$ cat config.mk
export PLATFORM = sky130hd
export DESIGN_NAME = hbfp_core
export DESIGN_NICKNAME = d
export VERILOG_FILES = /design/src/hbfp_pkg.sv /design/src/hbfp_core.sv
export SDC_FILE = /design/constraint.sdc
export NUM_CORES = 1
export LEC_CHECK = 0
export BUFFER_PORTS_ARGS = -buffer_cell sky130_fd_sc_hd__buf_2
export CAP_MARGIN = 10
export CORE_MARGIN = 2
export CORE_UTILIZATION = 28
export DETAILED_ROUTE_END_ITERATION = 16
export GPL_TIMING_DRIVEN = 0
export HOLD_SLACK_MARGIN = 0.06
export SYNTH_ARGS = -nofsm -noshare
export SYNTH_HDL_FRONTEND = slang
export SYNTH_SLANG_ARGS = --single-unit
export TNS_END_PERCENT = 30
$ cat constraint.sdc
create_clock -name clk -period 4.9 [get_ports clk]
set_input_delay 0.98 -clock clk [delete_from_list [all_inputs] [get_ports clk]]
set_output_delay 0.98 -clock clk [all_outputs]
set_load 0.02 [all_outputs]
$ cat src/hbfp_pkg.sv
// Constants, field layouts and state types of the half-bridge fault protection block.
package hbfp_pkg;

	// ---------------------------------------------------------------
	// Sizes and timing
	// ---------------------------------------------------------------
	localparam int NB              = 6;
	localparam int CLK_PERIOD_NS   = 100;
	localparam int OC_DELAY_NS     = 10000;
	localparam int ULD_DELAY_NS    = 350000;
	// Least times, so the cycle counts round up.
	localparam int OC_CYC          = (OC_DELAY_NS + CLK_PERIOD_NS - 1) / CLK_PERIOD_NS;
	localparam int ULD_CYC         = (ULD_DELAY_NS + CLK_PERIOD_NS - 1) / CLK_PERIOD_NS;
	localparam int OC_CNT_W        = 7;
	localparam int ULD_CNT_W       = 12;

	// ---------------------------------------------------------------
	// Register byte offsets
	// ---------------------------------------------------------------
	localparam logic [3:0] OFS_CMD    = 4'h0;
	localparam logic [3:0] OFS_STATUS = 4'h4;
	localparam logic [3:0] OFS_BSTAT  = 4'h8;
	localparam logic [3:0] OFS_FAULT  = 4'hC;

	// ---------------------------------------------------------------
	// Command word, status frame and fault word fields
	// ---------------------------------------------------------------
	localparam int CMD_OVERVOLTAGE_LOCKOUT_ENABLE    = 0;
	localparam int CMD_EN_LSB  = 1;
	localparam int CMD_CFG_LSB = 7;
	localparam int CMD_UNDERLOAD_SHUTDOWN_CONTROL   = 13;
	localparam int CMD_SRR     = 15;
	localparam int FR_TW       = 0;
	localparam int FR_CFG_LSB  = 1;
	localparam int FR_EN_LSB   = 7;
	localparam int FR_ULD      = 13;
	localparam int FR_PSF      = 14;
	localparam int FR_OCS      = 15;
	localparam int FLT_TSD_LSB = 0;
	localparam int FLT_OC_LSB  = 8;
	localparam int FLT_ULD_LSB = 16;
	localparam int FLT_OFF_LSB = 24;

	// Two-bit bridge status codes.
	localparam logic [1:0] BS_OK  = 2'h0;
	localparam logic [1:0] BS_OC  = 2'h1;
	localparam logic [1:0] BS_ULD = 2'h2;
	localparam logic [1:0] BS_TSD = 2'h3;

	// ---------------------------------------------------------------
	// Types
	// ---------------------------------------------------------------
	typedef enum logic {
		BUS_IDLE = 1'b0,
		BUS_ACK  = 1'b1
	} hbfp_bus_t;

	typedef struct packed {
		logic          ov;
		logic [NB-1:0] oc;
		logic [NB-1:0] underload_flag;
		logic [NB-1:0] tw;
		logic [NB-1:0] tsd;
	} hbfp_sense_t;

	typedef struct packed {
		hbfp_bus_t                    bus;
		logic [31:0]                  rdata;
		logic                         overvoltage_lockout_enable;
		logic                         underload_shutdown_control;
		logic [NB-1:0]                en;
		logic [NB-1:0]                cfg;
		logic [NB-1:0]                oc_lat;
		logic [NB-1:0]                uld_lat;
		logic [NB-1:0]                uld_off;
		logic [NB-1:0]                tsd_lat;
		logic [NB-1:0][OC_CNT_W-1:0]  oc_cnt;
		logic [ULD_CNT_W-1:0]         uld_cnt;
		logic                         supply_fail_flag;
		logic                         tw;
		logic [NB-1:0]                hs;
		logic [NB-1:0]                ls;
		logic                         cs_n_d;
		logic                         sclk_d;
		logic                         tsd_win;
	} hbfp_state_t;

endpackage

$ cat src/hbfp_core.sv
// Half-bridge fault protection: fault latches, driver gating and Avalon-MM register slave.
// Functional notes
// - Driver supply overvoltage sets the supply fail flag at frame bit 14.
// - With lockout enable set, overvoltage turns every output off until it ends.
// - During overvoltage lockout the programmed driver states stay stored.
// - After overvoltage ends, programmed outputs come back on by themselves.
// - With lockout enable clear, overvoltage leaves outputs alone; flag still reports.
// - Supply fail flag follows the supply and clears by itself.
// - Overcurrent held for the delay time latches both switches of that output off.
// - Overcurrent sets global flag bit 15 and bridge status code 01.
// - Overcurrent latch clears only by a later command with reset request set, by enable pin low or by power-on reset.
// - Low-side current under threshold past the delay sets the global underload flag.
// - With underload shutdown control set, underload latches that bridge off.
// - One shared underload timer; later underloads wait only the remainder.
// - Underload flag and underload shutdown hold until a reset request command.
// - Underload shows at frame bit 13 and as bridge status code 10.
// - Thermal warning sets frame bit 0 and drivers keep running.
// - Thermal warning flag clears by itself once temperature drops.
// - Each bridge has its own thermal shutdown latch switching only it off.
// - Thermal shutdown clears on reset request only once temperature is below trip.
// - Enable pin low or power-on reset also clears every latched fault.
// - A fault latch-off zeroes that bridge's enable and configuration bits.
// - Latched thermal shutdown drives serial out from select fall to first clock rise.
`timescale 1ns/1ps

module hbfp_core (
	input  wire logic                   clk,
	input  wire logic                   reset,
	input  wire logic [3:0]             avs_address,
	input  wire logic                   avs_read,
	input  wire logic                   avs_write,
	input  wire logic [31:0]            avs_writedata,
	input  wire logic [3:0]             avs_byteenable,
	output logic      [31:0]            avs_readdata,
	output logic                        avs_waitrequest,
	input  wire hbfp_pkg::hbfp_sense_t  sense,
	input  wire logic                   enable_pin,
	input  wire logic                   chip_select_n,
	input  wire logic                   serial_clk,
	output logic                        tsd_so_out,
	output logic                        tsd_so_oe,
	output logic      [5:0]             hs_on,
	output logic      [5:0]             ls_on
);

	// ---------------------------------------------------------------
	// Helpers
	// ---------------------------------------------------------------

	// Register select, shared by the read and the write path.
	function automatic logic [2:0] reg_sel(input logic [3:0] addr);
		unique case (addr)
			hbfp_pkg::OFS_CMD:    reg_sel = 3'h1;
			hbfp_pkg::OFS_STATUS: reg_sel = 3'h2;
			hbfp_pkg::OFS_BSTAT:  reg_sel = 3'h3;
			hbfp_pkg::OFS_FAULT:  reg_sel = 3'h4;
			default:              reg_sel = 3'h0;
		endcase
	endfunction

	// Command word as software reads it back; the reset request never reads as one.
	function automatic logic [15:0] pack_cmd(input hbfp_pkg::hbfp_state_t st);
		logic [15:0] w;
		w = 16'h0000;
		w[hbfp_pkg::CMD_OVERVOLTAGE_LOCKOUT_ENABLE] = st.overvoltage_lockout_enable;
		w[hbfp_pkg::CMD_EN_LSB +: hbfp_pkg::NB] = st.en;
		w[hbfp_pkg::CMD_CFG_LSB +: hbfp_pkg::NB] = st.cfg;
		w[hbfp_pkg::CMD_UNDERLOAD_SHUTDOWN_CONTROL] = st.underload_shutdown_control;
		return w;
	endfunction

	// ---------------------------------------------------------------
	// State and decoded terms
	// ---------------------------------------------------------------
	hbfp_pkg::hbfp_state_t s_reg;
	hbfp_pkg::hbfp_state_t s_next;
	logic [15:0]           frame;
	logic [11:0]           bstat;
	logic [31:0]           fault_word;
	logic                  cmd_wr;
	logic                  status_reset_request;
	logic [15:0]           cmd_new;
	logic [15:0]           cmd_cur;
	logic [5:0]            uld_cond;
	logic                  uld_fire;
	logic [5:0]            off_now;
	logic                  ov_lock;

	// The write takes effect at the edge where waitrequest is low.
	assign cmd_wr  = (s_reg.bus == hbfp_pkg::BUS_ACK) && avs_write &&
	                 (reg_sel(avs_address) == 3'h1);
	assign status_reset_request     = cmd_wr && avs_byteenable[1] && avs_writedata[hbfp_pkg::CMD_SRR];
	// Current command word kept as a net, so single lanes can be merged into it.
	assign cmd_cur = pack_cmd(s_reg);
	assign cmd_new = {avs_byteenable[1] ? avs_writedata[15:8] : cmd_cur[15:8],
	                  avs_byteenable[0] ? avs_writedata[7:0]  : cmd_cur[7:0]};

	// Underload only counts on a bridge whose low side is actually driven.
	assign uld_cond = sense.underload_flag & s_reg.ls;
	assign uld_fire = (|uld_cond) &&
	                  (s_reg.uld_cnt >= hbfp_pkg::ULD_CNT_W'(hbfp_pkg::ULD_CYC - 1));
	assign ov_lock  = sense.ov && s_reg.overvoltage_lockout_enable;

	// Status frame, bridge status codes and a detailed fault view.
	always_comb begin
		frame = 16'h0000;
		frame[hbfp_pkg::FR_OCS] = |s_reg.oc_lat;
		frame[hbfp_pkg::FR_PSF] = s_reg.supply_fail_flag;
		frame[hbfp_pkg::FR_ULD] = |s_reg.uld_lat;
		frame[hbfp_pkg::FR_EN_LSB +: hbfp_pkg::NB] = s_reg.en;
		frame[hbfp_pkg::FR_CFG_LSB +: hbfp_pkg::NB] = s_reg.cfg;
		frame[hbfp_pkg::FR_TW] = s_reg.tw;
		for (int i = 0; i < hbfp_pkg::NB; i++) begin
			if (s_reg.oc_lat[i]) begin
				bstat[2*i +: 2] = hbfp_pkg::BS_OC;
			end else if (s_reg.uld_lat[i]) begin
				bstat[2*i +: 2] = hbfp_pkg::BS_ULD;
			end else if (s_reg.tsd_lat[i]) begin
				bstat[2*i +: 2] = hbfp_pkg::BS_TSD;
			end else begin
				bstat[2*i +: 2] = hbfp_pkg::BS_OK;
			end
		end
		fault_word = 32'h0000_0000;
		fault_word[hbfp_pkg::FLT_TSD_LSB +: hbfp_pkg::NB] = s_reg.tsd_lat;
		fault_word[hbfp_pkg::FLT_OC_LSB +: hbfp_pkg::NB]  = s_reg.oc_lat;
		fault_word[hbfp_pkg::FLT_ULD_LSB +: hbfp_pkg::NB] = s_reg.uld_lat;
		fault_word[hbfp_pkg::FLT_OFF_LSB +: hbfp_pkg::NB] = s_reg.uld_off;
	end

	// ---------------------------------------------------------------
	// Next state
	// ---------------------------------------------------------------

	// Every latch uses set-wins-over-clear, so a fault still present while the
	// reset request lands is caught again in the same cycle rather than lost.
	always_comb begin
		s_next = s_reg;
		off_now = 6'h00;

		// Bus phase: one wait cycle, then the answer.
		unique case (s_reg.bus)
			hbfp_pkg::BUS_IDLE: begin
				if (avs_read || avs_write) begin
					s_next.bus = hbfp_pkg::BUS_ACK;
				end
				unique case (reg_sel(avs_address))
					3'h1:    s_next.rdata = {16'h0000, pack_cmd(s_reg)};
					3'h2:    s_next.rdata = {16'h0000, frame};
					3'h3:    s_next.rdata = {20'h00000, bstat};
					3'h4:    s_next.rdata = fault_word;
					default: s_next.rdata = 32'h0000_0000;
				endcase
			end
			hbfp_pkg::BUS_ACK: begin
				s_next.bus = hbfp_pkg::BUS_IDLE;
			end
		endcase

		// A command write loads the control bits; they persist through lockouts.
		if (cmd_wr) begin
			s_next.overvoltage_lockout_enable  = cmd_new[hbfp_pkg::CMD_OVERVOLTAGE_LOCKOUT_ENABLE];
			s_next.underload_shutdown_control = cmd_new[hbfp_pkg::CMD_UNDERLOAD_SHUTDOWN_CONTROL];
			s_next.en    = cmd_new[hbfp_pkg::CMD_EN_LSB +: hbfp_pkg::NB];
			s_next.cfg   = cmd_new[hbfp_pkg::CMD_CFG_LSB +: hbfp_pkg::NB];
		end

		// Non-latching flags simply follow their comparators.
		s_next.supply_fail_flag = sense.ov;
		s_next.tw  = |sense.tw;

		// Shared underload timer: runs while any driven low side reports underload, so a
		// second underload only waits out what is left of the running count.
		if (|uld_cond) begin
			if (s_reg.uld_cnt < hbfp_pkg::ULD_CNT_W'(hbfp_pkg::ULD_CYC)) begin
				s_next.uld_cnt = s_reg.uld_cnt + 1'b1;
			end
		end else begin
			s_next.uld_cnt = '0;
		end

		for (int i = 0; i < hbfp_pkg::NB; i++) begin
			// Per-bridge overcurrent delay counter, saturating at the delay.
			if (sense.oc[i]) begin
				if (s_reg.oc_cnt[i] < hbfp_pkg::OC_CNT_W'(hbfp_pkg::OC_CYC)) begin
					s_next.oc_cnt[i] = s_reg.oc_cnt[i] + 1'b1;
				end
			end else begin
				s_next.oc_cnt[i] = '0;
			end

			// Clears first: reset request, or enable pin held low.
			if (status_reset_request || !enable_pin) begin
				s_next.oc_lat[i]  = 1'b0;
				s_next.uld_lat[i] = 1'b0;
				s_next.uld_off[i] = 1'b0;
				if (!sense.tsd[i] || !enable_pin) begin
					s_next.tsd_lat[i] = 1'b0;
				end
			end

			// Sets win over the clears above.
			if (sense.oc[i] &&
			    s_reg.oc_cnt[i] >= hbfp_pkg::OC_CNT_W'(hbfp_pkg::OC_CYC - 1)) begin
				s_next.oc_lat[i] = 1'b1;
				off_now[i] = 1'b1;
			end
			if (uld_fire && uld_cond[i]) begin
				s_next.uld_lat[i] = 1'b1;
				if (s_reg.underload_shutdown_control) begin
					s_next.uld_off[i] = 1'b1;
					off_now[i] = 1'b1;
				end
			end
			if (sense.tsd[i]) begin
				s_next.tsd_lat[i] = 1'b1;
				off_now[i] = 1'b1;
			end

			// A latch-off forgets the bridge's programming, even over a same-cycle write.
			if (off_now[i]) begin
				s_next.en[i]  = 1'b0;
				s_next.cfg[i] = 1'b0;
			end
		end

		// Gate drivers: high side when configured one, low side otherwise,
		// never both, and nothing while locked out or latched off.
		for (int i = 0; i < hbfp_pkg::NB; i++) begin
			if (s_next.en[i] && enable_pin && !ov_lock && !s_next.oc_lat[i] &&
			    !s_next.uld_off[i] && !s_next.tsd_lat[i]) begin
				s_next.hs[i] = s_next.cfg[i];
				s_next.ls[i] = !s_next.cfg[i];
			end else begin
				s_next.hs[i] = 1'b0;
				s_next.ls[i] = 1'b0;
			end
		end

		// Serial-out window for the latched thermal shutdown indication.
		s_next.cs_n_d = chip_select_n;
		s_next.sclk_d = serial_clk;
		if (chip_select_n || (serial_clk && !s_reg.sclk_d)) begin
			s_next.tsd_win = 1'b0;
		end else if (s_reg.cs_n_d && !chip_select_n) begin
			s_next.tsd_win = 1'b1;
		end
	end

	// ---------------------------------------------------------------
	// State register
	// ---------------------------------------------------------------

	// Power-on reset clears every latch and leaves all drivers off.
	always_ff @(posedge clk or posedge reset) begin
		if (reset) begin
			s_reg <= '0;
			s_reg.cs_n_d <= 1'b1;
		end else begin
			s_reg <= s_next;
		end
	end

	// ---------------------------------------------------------------
	// Outputs
	// ---------------------------------------------------------------
	assign avs_waitrequest = (avs_read || avs_write) && (s_reg.bus != hbfp_pkg::BUS_ACK);
	assign avs_readdata    = s_reg.rdata;
	assign hs_on           = s_reg.hs;
	assign ls_on           = s_reg.ls;
	assign tsd_so_oe       = s_reg.tsd_win;
	assign tsd_so_out      = s_reg.tsd_win && (|s_reg.tsd_lat);
endmodule

==> results.yml, run 1 <==
clock_tree:
  cts_setup_buffers: 0
  clockRootBuffer: "clkbuf_16"
  post_cts_resized: 0
  clk_pin_slew_ns: 0.06
  cts_tree: "yes"
  cts_inserted_buffers: 17
  htreeDepth: 4
  clockBufferDepth: 2
  worstSkewPairLatency_ns: 0.42
  postCtsHoldBufs: 0
  cts_sinks: 138
final_layout:
  nets: 874
  drive_above_1_share: 0.245
  final_cell_area_um2: 8590
  largest_reg_flops: 57
  area_delta_synth_final_pct: 21.8
  final.fill_count: 2540
logic_synthesis:
  ys_types: 59
  syn_inst: 677
  yosys_register_bits: 138
  yosysSeqAreaShare: 0.490
  syn_area_um2: 7050
  synth_edf_count: 0
  ys_dominant_reg_cell: "dfrtp_1"
  async_reset_ff_frac: 1.00
  yosysWarnings: 0
  synth_area_per_cell_um2: 10.4
min_path:
  hp-class: "reg -> reg"
global_routing:
  grt_util_all_layers: 0.146
  grt_pass1_vias: 5390
  antenna_found_initial: 3
  grt_pass1_wl_um: 29700
  gr-total-overflow: 0
  grt_max_degree: 71
placed_design:
  post-dp-hpwl_um: 14100
  gp_congestion: 0.846
  port_buffers: 95
  dpl_cell_area_um2: 7990
timing:
  drv_slew: 0
  setup_viol: 0
  fmax_mhz: 349
  fin_crit_sh: 0.585
  rsz0062_at_grt: "false"
  worst_pin_slew_ns: 1.08
  max_slew_margin: 0.271
  min_period_ns: 2.87
  hold_viol: 0
  finClkSkew_ns: 0.0118
pwr:
  p_per_area_nw_per_um2: 318
  leakagePower_nw: 4.08
  ir_drop_mv: 0.191
  total_power_mw: 2.73
routing:
  vias_per_cell: 4.88
  wl_um: 18700
  avgRoutedWirePerCell_um: 16.4
  drt_iter0_drc: 346
  first_pass_iters: 4
  num_vias: 5561
  postRouteAntennaNets: 0
  drcViolationCount: 0
status:
  status: "complete, no violations"
setup_path:
  reg2reg_slack_ns: 2.56
  required_ns: 3.92
  worst-setup-path-type: "reg -> out"
  critPathCaptureType: "output port"
  cp.arrival_ns: 1.89
  start_kind: "register"
  critPathMaxFanout: 6
floorplanning:
  die-area_um2: 26500
  core_um2: 25000
  die_w_um: 163
  initial_core_util: 0.283
  fp.dieH_um: 163
  ios: 119
  std_cell_rows: 58
run:
  drv_cap: 0
report_power, final:
group / switching (mW) / leakage, nW / internal, mW
Clock: 0.487 / 0.295 / 0.830
Sequential: 0.0311 / 1.87 / 1.17
Combinational: 0.128 / 1.92 / 0.0882
final cells by class:
type                            instances  area, um^2  share of cell area
Sequential cell                       138        3450               0.402
Multi-Input combinational cell        461        3130               0.364
Timing Repair Buffer                   96         503              0.0585
Clock buffer                           22         464              0.0540
Buffer                                 64         419              0.0488
Tap cell                              330         413              0.0480
Clock inverter                          9         139              0.0162
Inverter                               17        68.8             0.00801
Antenna cell                            2        5.00            0.000582
per-layer routing:
layer  routed length [um]  vias up  global-route usage
li1                     -     2689                   -
met2                 8760      166               0.230
met5                   11        -                   0
met1                 8480     2684               0.194
met4                  342        2              0.0455
met3                 1110       20              0.0402
cell usage in the layout (no fill, tap or decap), types with 17 or more instances in the layout:
cell type	Yosys	layout
xnor2_1	18	18
a21o_1	18	18
and2_1	19	19
o21ai_0	22	22
nor4_1	19	19
nand2_1	47	47
a22o_1	27	27
dfrtp_1	137	137
nor2_1	47	47
a21oi_1	25	25
nand3_1	19	19
buf_2	5	100
nor3_1	17	17
buf_4	44	44
clkbuf_16	0	17
per-stage QoR:
| stage | setup slack, ns | std cells | hold WS [ns] | TNS, ns | utilization |
|---|---|---|---|---|---|
| 3_5_place_dp | 1.92 | 1106 | 0.474 | 0 | 0.320 |
| 5_1_grt | 1.99 | 1137 | 0.524 | 0 | 0.344 |
| 2_1_floorplan | 0.225 | 680 | 0.448 | 0 | - |
| 6_report | 2.03 | 1139 | 0.491 | 0 | 0.344 |
| 3_3_place_gp | -1.57 | 1105 | 0.468 | -213.41 | 0.319 |
| 4_1_cts | 2.03 | 1137 | 0.492 | 0 | 0.344 |
worst paths after layout:
path                       depth (start not counted)                      endpoint                         start
setup reg to reg                                   5            ls_on[3]$_DFF_PP0_         s_reg[17]$_DFFE_PP0P_
max in group asynchronous                          3          s_reg[141]$_DFF_PP0_                         reset
hold reg to reg                                    2  avs_readdata[15]$_DFFE_PP0N_  avs_readdata[15]$_DFFE_PP0N_
setup / recovery                                   3                    tsd_so_out       fault_word[1]$_DFF_PP0_
min in group asynchronous                          2            s_reg[1]$_DFF_PP0_                         reset
hold / removal                                     2  avs_readdata[15]$_DFFE_PP0N_  avs_readdata[15]$_DFFE_PP0N_
Yosys cell counts, types with 5 or more instances:
cell type,instances,area (um^2)
dfrtp_1,137,3430
nand2_1,47,176
nor2_1,47,176
buf_4,44,330
a22o_1,27,236
a21oi_1,25,125
o21ai_0,22,110
and2_1,19,119
nand3_1,19,95.1
nor4_1,19,119
a21o_1,18,135
xnor2_1,18,158
inv_1,17,63.8
nor3_1,17,85.1
mux2i_1,16,160
and3_1,14,87.6
clkbuf_1,13,48.8
nand4_1,13,81.3
mux4_2,9,203
xor2_1,9,78.8
nor3b_1,8,60.1
or4_1,8,60.1
a21boi_0,7,52.6
ha_1,7,87.6
o21a_1,7,52.6
o31ai_1,7,52.6
a2bb2oi_1,6,52.6
or3_1,6,37.5
buf_2,5,25.0
mux2_2,5,56.3
nor2b_1,5,31.3
or2_2,5,31.3
critical path, stage by stage, from the launching register on:
cell,delay (ns)
dfrtp_1,0.46
or4_1,0.54
o31a_1,0.30
buf_2,0.17
kinds of logic after synthesis:
group / Yosys count / share of synthesized area
fa+ha+maj: 7 / 0.0124
other cells: 1 / 0.000532
compound gates: 152 / 0.154
simple gates: 241 / 0.181
xor+xnor: 27 / 0.0335
flops: 138 / 0.490
buf+inv: 81 / 0.0685
mux: 30 / 0.0594
Power figures use the tool's default switching activity.
==> run 2, diff against run 1 <==
- clock period: 4.9 -> 2.7 ns (I/O delays scaled with it)
==> run 2 against run 1 <==
Against the previous run:
- die area did not move
- clock power is 71% higher
- global-route usage about the same
- combinational power up 84%
- non-clock buffer count rose by 2
- clock skew is 0.0061 ns lower
- register-to-register slack got worse by 2.2 ns
- worst hold slack got worse by 0.34 ns
- critical path type unchanged
- cell area hardly changed
- critical path depth unchanged
- final cell count rose by 0.18%
- largest cell class unchanged
- setup slack lost 1.8 ns
==> results.yml, run 2 (synthesized netlist as in run 1, its figures left out) <==
pwr:
  ir_drop_mv: 0.411
  p_sw_mw: 1.13
  p_per_area_nw_per_um2: 563
  netSwitchingFraction: 0.234
  leakagePower_nw: 4.08
  p_int_mw: 3.71
  p_comb_frac: 0.082
  pwr-share-seq: 0.450
  clkPwrFrac: 0.468
  total_power_mw: 4.84
timing:
  drv_slew: 0
  worst_pin_slew_ns: 1.10
  fmax_mhz: 412
  setup_viol: 0
  rsz0062_at_grt: "false"
  fin_crit_sh: 0.900
  hold_viol: 0
  min_period_ns: 2.43
  finClkSkew_ns: 0.00576
  worst_hold_slack_ns: 0.154
  max_slew_margin: 0.258
clock_tree:
  clk_pin_slew_ns: 0.06
  cts_inserted_buffers: 17
  htreeDepth: 4
  worstSkewPairLatency_ns: 0.42
  cts_setup_buffers: 0
  cts_tree: "yes"
  clockRootBuffer: "clkbuf_16"
  cts_sinks: 138
  post_cts_resized: 0
  clockBufferDepth: 2
  postCtsHoldBufs: 0
setup_path:
  required_ns: 2.16
  critPathMaxFanout: 6
  slowest_stage: "or4_1"
  worst-setup-path-type: "reg -> out"
  rr_worst_depth: 5
  cpPeakStageDelay_ns: 0.53
  critPathCaptureType: "output port"
  r2r_start: "s_reg[17]$_DFFE_PP0P_"
  reg2reg_slack_ns: 0.40
  rr_endpoint: "hs_on[5]$_DFF_PP0_"
  cp.arrival_ns: 1.89
  path_cells: "or4_1 > o31a_1 > buf_2"
  start_kind: "register"
placed_design:
  post-dp-hpwl_um: 14400
  placed_cells: 1108
  gp_congestion: 0.840
  port_buffers: 95
  dpl_cell_area_um2: 8020
routing:
  wl_um: 18700
  drt_iter0_drc: 277
  vias_per_cell: 4.88
  avgRoutedWirePerCell_um: 16.4
  drcViolationCount: 0
  num_vias: 5569
  first_pass_iters: 4
  postRouteAntennaNets: 0
global_routing:
  grt_pass1_wl_um: 29700
  gr-total-overflow: 0
  grt_util_all_layers: 0.146
  grt_pass1_vias: 5422
  antenna_found_initial: 3
  grt_max_degree: 42
run:
  drv_cap: 0
floorplanning:
  core_um2: 25000
  std_cell_rows: 58
  initial_core_util: 0.283
  die_w_um: 163
  ios: 119
  fp.dieH_um: 163
  die-area_um2: 26500
final_layout:
  largest_reg_flops: 57
  mostFrequentLayoutCells: "137 x dfrtp_1, 100 x buf_2, 47 x nor2_1, 47 x nand2_1, 44 x buf_4"
  final_cell_area_um2: 8590
  area_delta_synth_final_pct: 21.9
  nets: 876
  final_common_cell: "dfrtp_1"
  fin_cells: 1141
  drive_above_1_share: 0.246
status:
  status: "complete, no violations"
min_path:
  hp-class: "in -> async"
-- run 2: cell count changes in the layout (fill, tap and decap cells not counted), sizes merged --
| cell | change |
|---|---|
| inv | -3 |
| buf | +2 |
| clkbuf | +2 |
| clkinvlp | +2 |
| bufinv | -1 |
-- run 2: routing by layer --
metal / part of all wire / GRT usage / up-vias
met4: 0.030 / 0.0656 / 2
met5: 0.00070 / 0 / -
met3: 0.050 / 0.0357 / 35
li1: - / - / 2694
met2: 0.46 / 0.232 / 139
met1: 0.46 / 0.188 / 2699
-- run 2: worst max-delay path, delay by kind of cell, from the launching register on --
family	cells	cell delay, ns
and+or+nand+nor	1	0.53
buffers and inverters	1	0.17
DFF	1	0.46
AOI/OAI and AO/OA	1	0.30
-- run 2: layout make-up --
cell class	count	area (um^2)
Buffer	64	419
Multi-Input combinational cell	461	3130
Clock inverter	7	91.3
Timing Repair Buffer	98	536
Antenna cell	2	5.00
Clock buffer	24	482
Fill cell	2508	16400
Tap cell	330	413
Sequential cell	138	3450
Inverter	17	67.6
-- run 2: worst max path at each step --
stage	from	endpoint	slack, ns	cells past startpoint
global route	fault_word[5]$_DFF_PP0_	tsd_so_out	0.22	3
CTS	fault_word[1]$_DFF_PP0_	tsd_so_out	0.26	3
floorplan	reset	avs_readdata[0]$_DFFE_PP0N_	0.44	1
finish	fault_word[1]$_DFF_PP0_	tsd_so_out	0.27	3
global placement	reset	s_reg[62]$_DFFE_PP0P_	-0.50	2
detailed placement	avs_address[1]	ls_on[0]$_DFF_PP0_	0.13	6
-- run 2: stage by stage --
step / util / setup WS (ns) / TNS [ns]
3_5_place_dp: 0.321 / 0.129 / 0
4_1_cts: 0.344 / 0.261 / 0
3_3_place_gp: 0.319 / -0.505 / -67.28
6_report: 0.344 / 0.271 / 0
2_1_floorplan: - / 0.440 / 0
5_1_grt: 0.344 / 0.218 / 0
-- run 2: power by group through the flow --
stage	Combinational (mW)	Sequential [mW]	Clock, mW
6_report	0.397	2.18	2.26
5_1_grt	0.446	2.18	2.41
4_1_cts	0.405	2.17	2.31
3_5_place_dp	0.404	2.21	0
3_3_place_gp	0.387	2.21	0
2_1_floorplan	0.253	2.19	0
==> run 3, diff against run 2 <==
- CORE_ASPECT_RATIO: unset -> 1.1
==> run 3 against run 2 <==
Against the previous run:
- die area hardly changed
- critical path type unchanged
- sequential cell count is the same
- critical endpoint unchanged
- first-iteration DRC count increased by 59%
- final cell count decreased by 1.7%
- worst hold slack lost 0.043 ns
- setup slack got worse by 0.019 ns
- critical path depth stayed put
- via count is 0.29% higher
==> results.yml, run 3 (synthesized netlist as in run 1, its figures left out) <==
floorplanning:
  die_w_um: 155
  core_um2: 24600
  die-area_um2: 26500
  fp.dieH_um: 170
  std_cell_rows: 60
  ios: 119
  initial_core_util: 0.286
global_routing:
  grt_max_degree: 39
  grt_pass1_wl_um: 30300
  grt_util_all_layers: 0.148
  grt_pass1_vias: 5526
  antenna_found_initial: 3
  gr-total-overflow: 0
routing:
  drcViolationCount: 0
  drt_iter0_drc: 441
  postRouteAntennaNets: 0
  first_pass_iters: 5
  vias_per_cell: 4.98
  num_vias: 5585
  route.met3.wl_um: 925
  met1Wirelength_um: 8280
  topRoutingLayerUsed: "met5"
  wl_met2_um: 8810
  wl_um: 18700
  avgRoutedWirePerCell_um: 16.7
min_path:
  hp-class: "in -> async"
pwr:
  leakagePower_nw: 4.10
  ir_drop_mv: 0.441
  p_per_area_nw_per_um2: 573
status:
  status: "complete, no violations"
setup_path:
  critPathCaptureType: "output port"
  slowest_stage: "or4_1"
  cp.arrival_ns: 1.91
  required_ns: 2.16
  critPathMaxFanout: 6
  critPathLaunch: "fault_word[1]$_DFF_PP0_"
  path_cells: "or4_1 > o31a_1 > buf_2"
  cpPeakStageDelay_ns: 0.53
  r2r_start: "s_reg[17]$_DFFE_PP0P_"
  worst-setup-path-type: "reg -> out"
  start_kind: "register"
clock_tree:
  worstSkewPairLatency_ns: 0.43
  clockBufferDepth: 2
  cts_setup_buffers: 0
  cts_inserted_buffers: 17
  htreeDepth: 4
  cts_sinks: 138
  clockRootBuffer: "clkbuf_16"
  postCtsHoldBufs: 0
  post_cts_resized: 0
  clk_pin_slew_ns: 0.06
  cts_tree: "yes"
timing:
  rsz0062_at_grt: "false"
  worst_pin_slew_ns: 1.12
  finClkSkew_ns: 0.00751
  fin_crit_sh: 0.907
  min_period_ns: 2.45
  drv_slew: 0
  fmax_mhz: 408
  worst_hold_slack_ns: 0.112
  fin_tns_setup_ns: 0
  max_slew_margin: 0.247
  hold_viol: 0
  setup_viol: 0
final_layout:
  final.fill_count: 2538
  mostFrequentLayoutCells: "137 x dfrtp_1, 100 x buf_2, 47 x nor2_1, 47 x nand2_1, 44 x buf_4"
  largest_reg_flops: 57
  drive_above_1_share: 0.248
  final_common_cell: "dfrtp_1"
  fin_cells: 1122
  final_cell_area_um2: 8600
  nets: 877
  utilization: 0.349
  area_delta_synth_final_pct: 22.0
run:
  drv_cap: 0
placed_design:
  post-dp-hpwl_um: 14500
  port_buffers: 95
  gp_congestion: 0.900
  dpl_cell_area_um2: 8010
  placed_cells: 1089
[run 3: final cells by class]
cell class,instances,area [um^2],share of cell area
Antenna cell,1,2.50,0.000291
Buffer,64,419,0.0487
Clock buffer,23,468,0.0544
Clock inverter,9,120,0.0140
Inverter,17,67.6,0.00785
Multi-Input combinational cell,461,3130,0.363
Sequential cell,138,3450,0.402
Tap cell,310,388,0.0451
Timing Repair Buffer,99,556,0.0646
[run 3: per-layer routing]
metal,vias to the layer above,GRT usage
met5,-,0
met4,4,0.0730
met3,46,0.0334
met2,156,0.237
met1,2686,0.188
li1,2693,-
[run 3: final timing paths]
check	end	slack [ns]	cells past startpoint
max	tsd_so_out	0.25	3
min	s_reg[54]$_DFFE_PP0P_	0.11	2
max reg2reg	ls_on[5]$_DFF_PP0_	0.35	5
min reg2reg	avs_readdata[14]$_DFFE_PP0N_	0.49	2
max in group asynchronous	s_reg[27]$_DFFE_PP0P_	1.65	5
min in group clk	s_reg[2]$_DFF_PP1_	0.23	1
[run 3: worst max-delay path: cells and delay by family, from the launching register on]
kind,cells,cell delay (ns)
buffers and inverters,1,0.18
flip-flops,1,0.47
AO/OA/AOI/OAI,1,0.31
AND/OR/NAND/NOR,1,0.53
[run 3: power by group]
part,switching [mW],total [mW],internal [mW]
clock network,0.863,2.35,1.49
registers,0.0562,2.18,2.12
logic,0.232,0.400,0.167
[run 3: stage by stage]
stage | setup WS, ns | power [mW]
2_1_floorplan | 0.440 | 2.45
3_3_place_gp | -0.530 | 2.60
3_5_place_dp | 0.183 | 2.62
4_1_cts | 0.250 | 4.98
5_1_grt | 0.152 | 5.12
6_report | 0.252 | 4.93
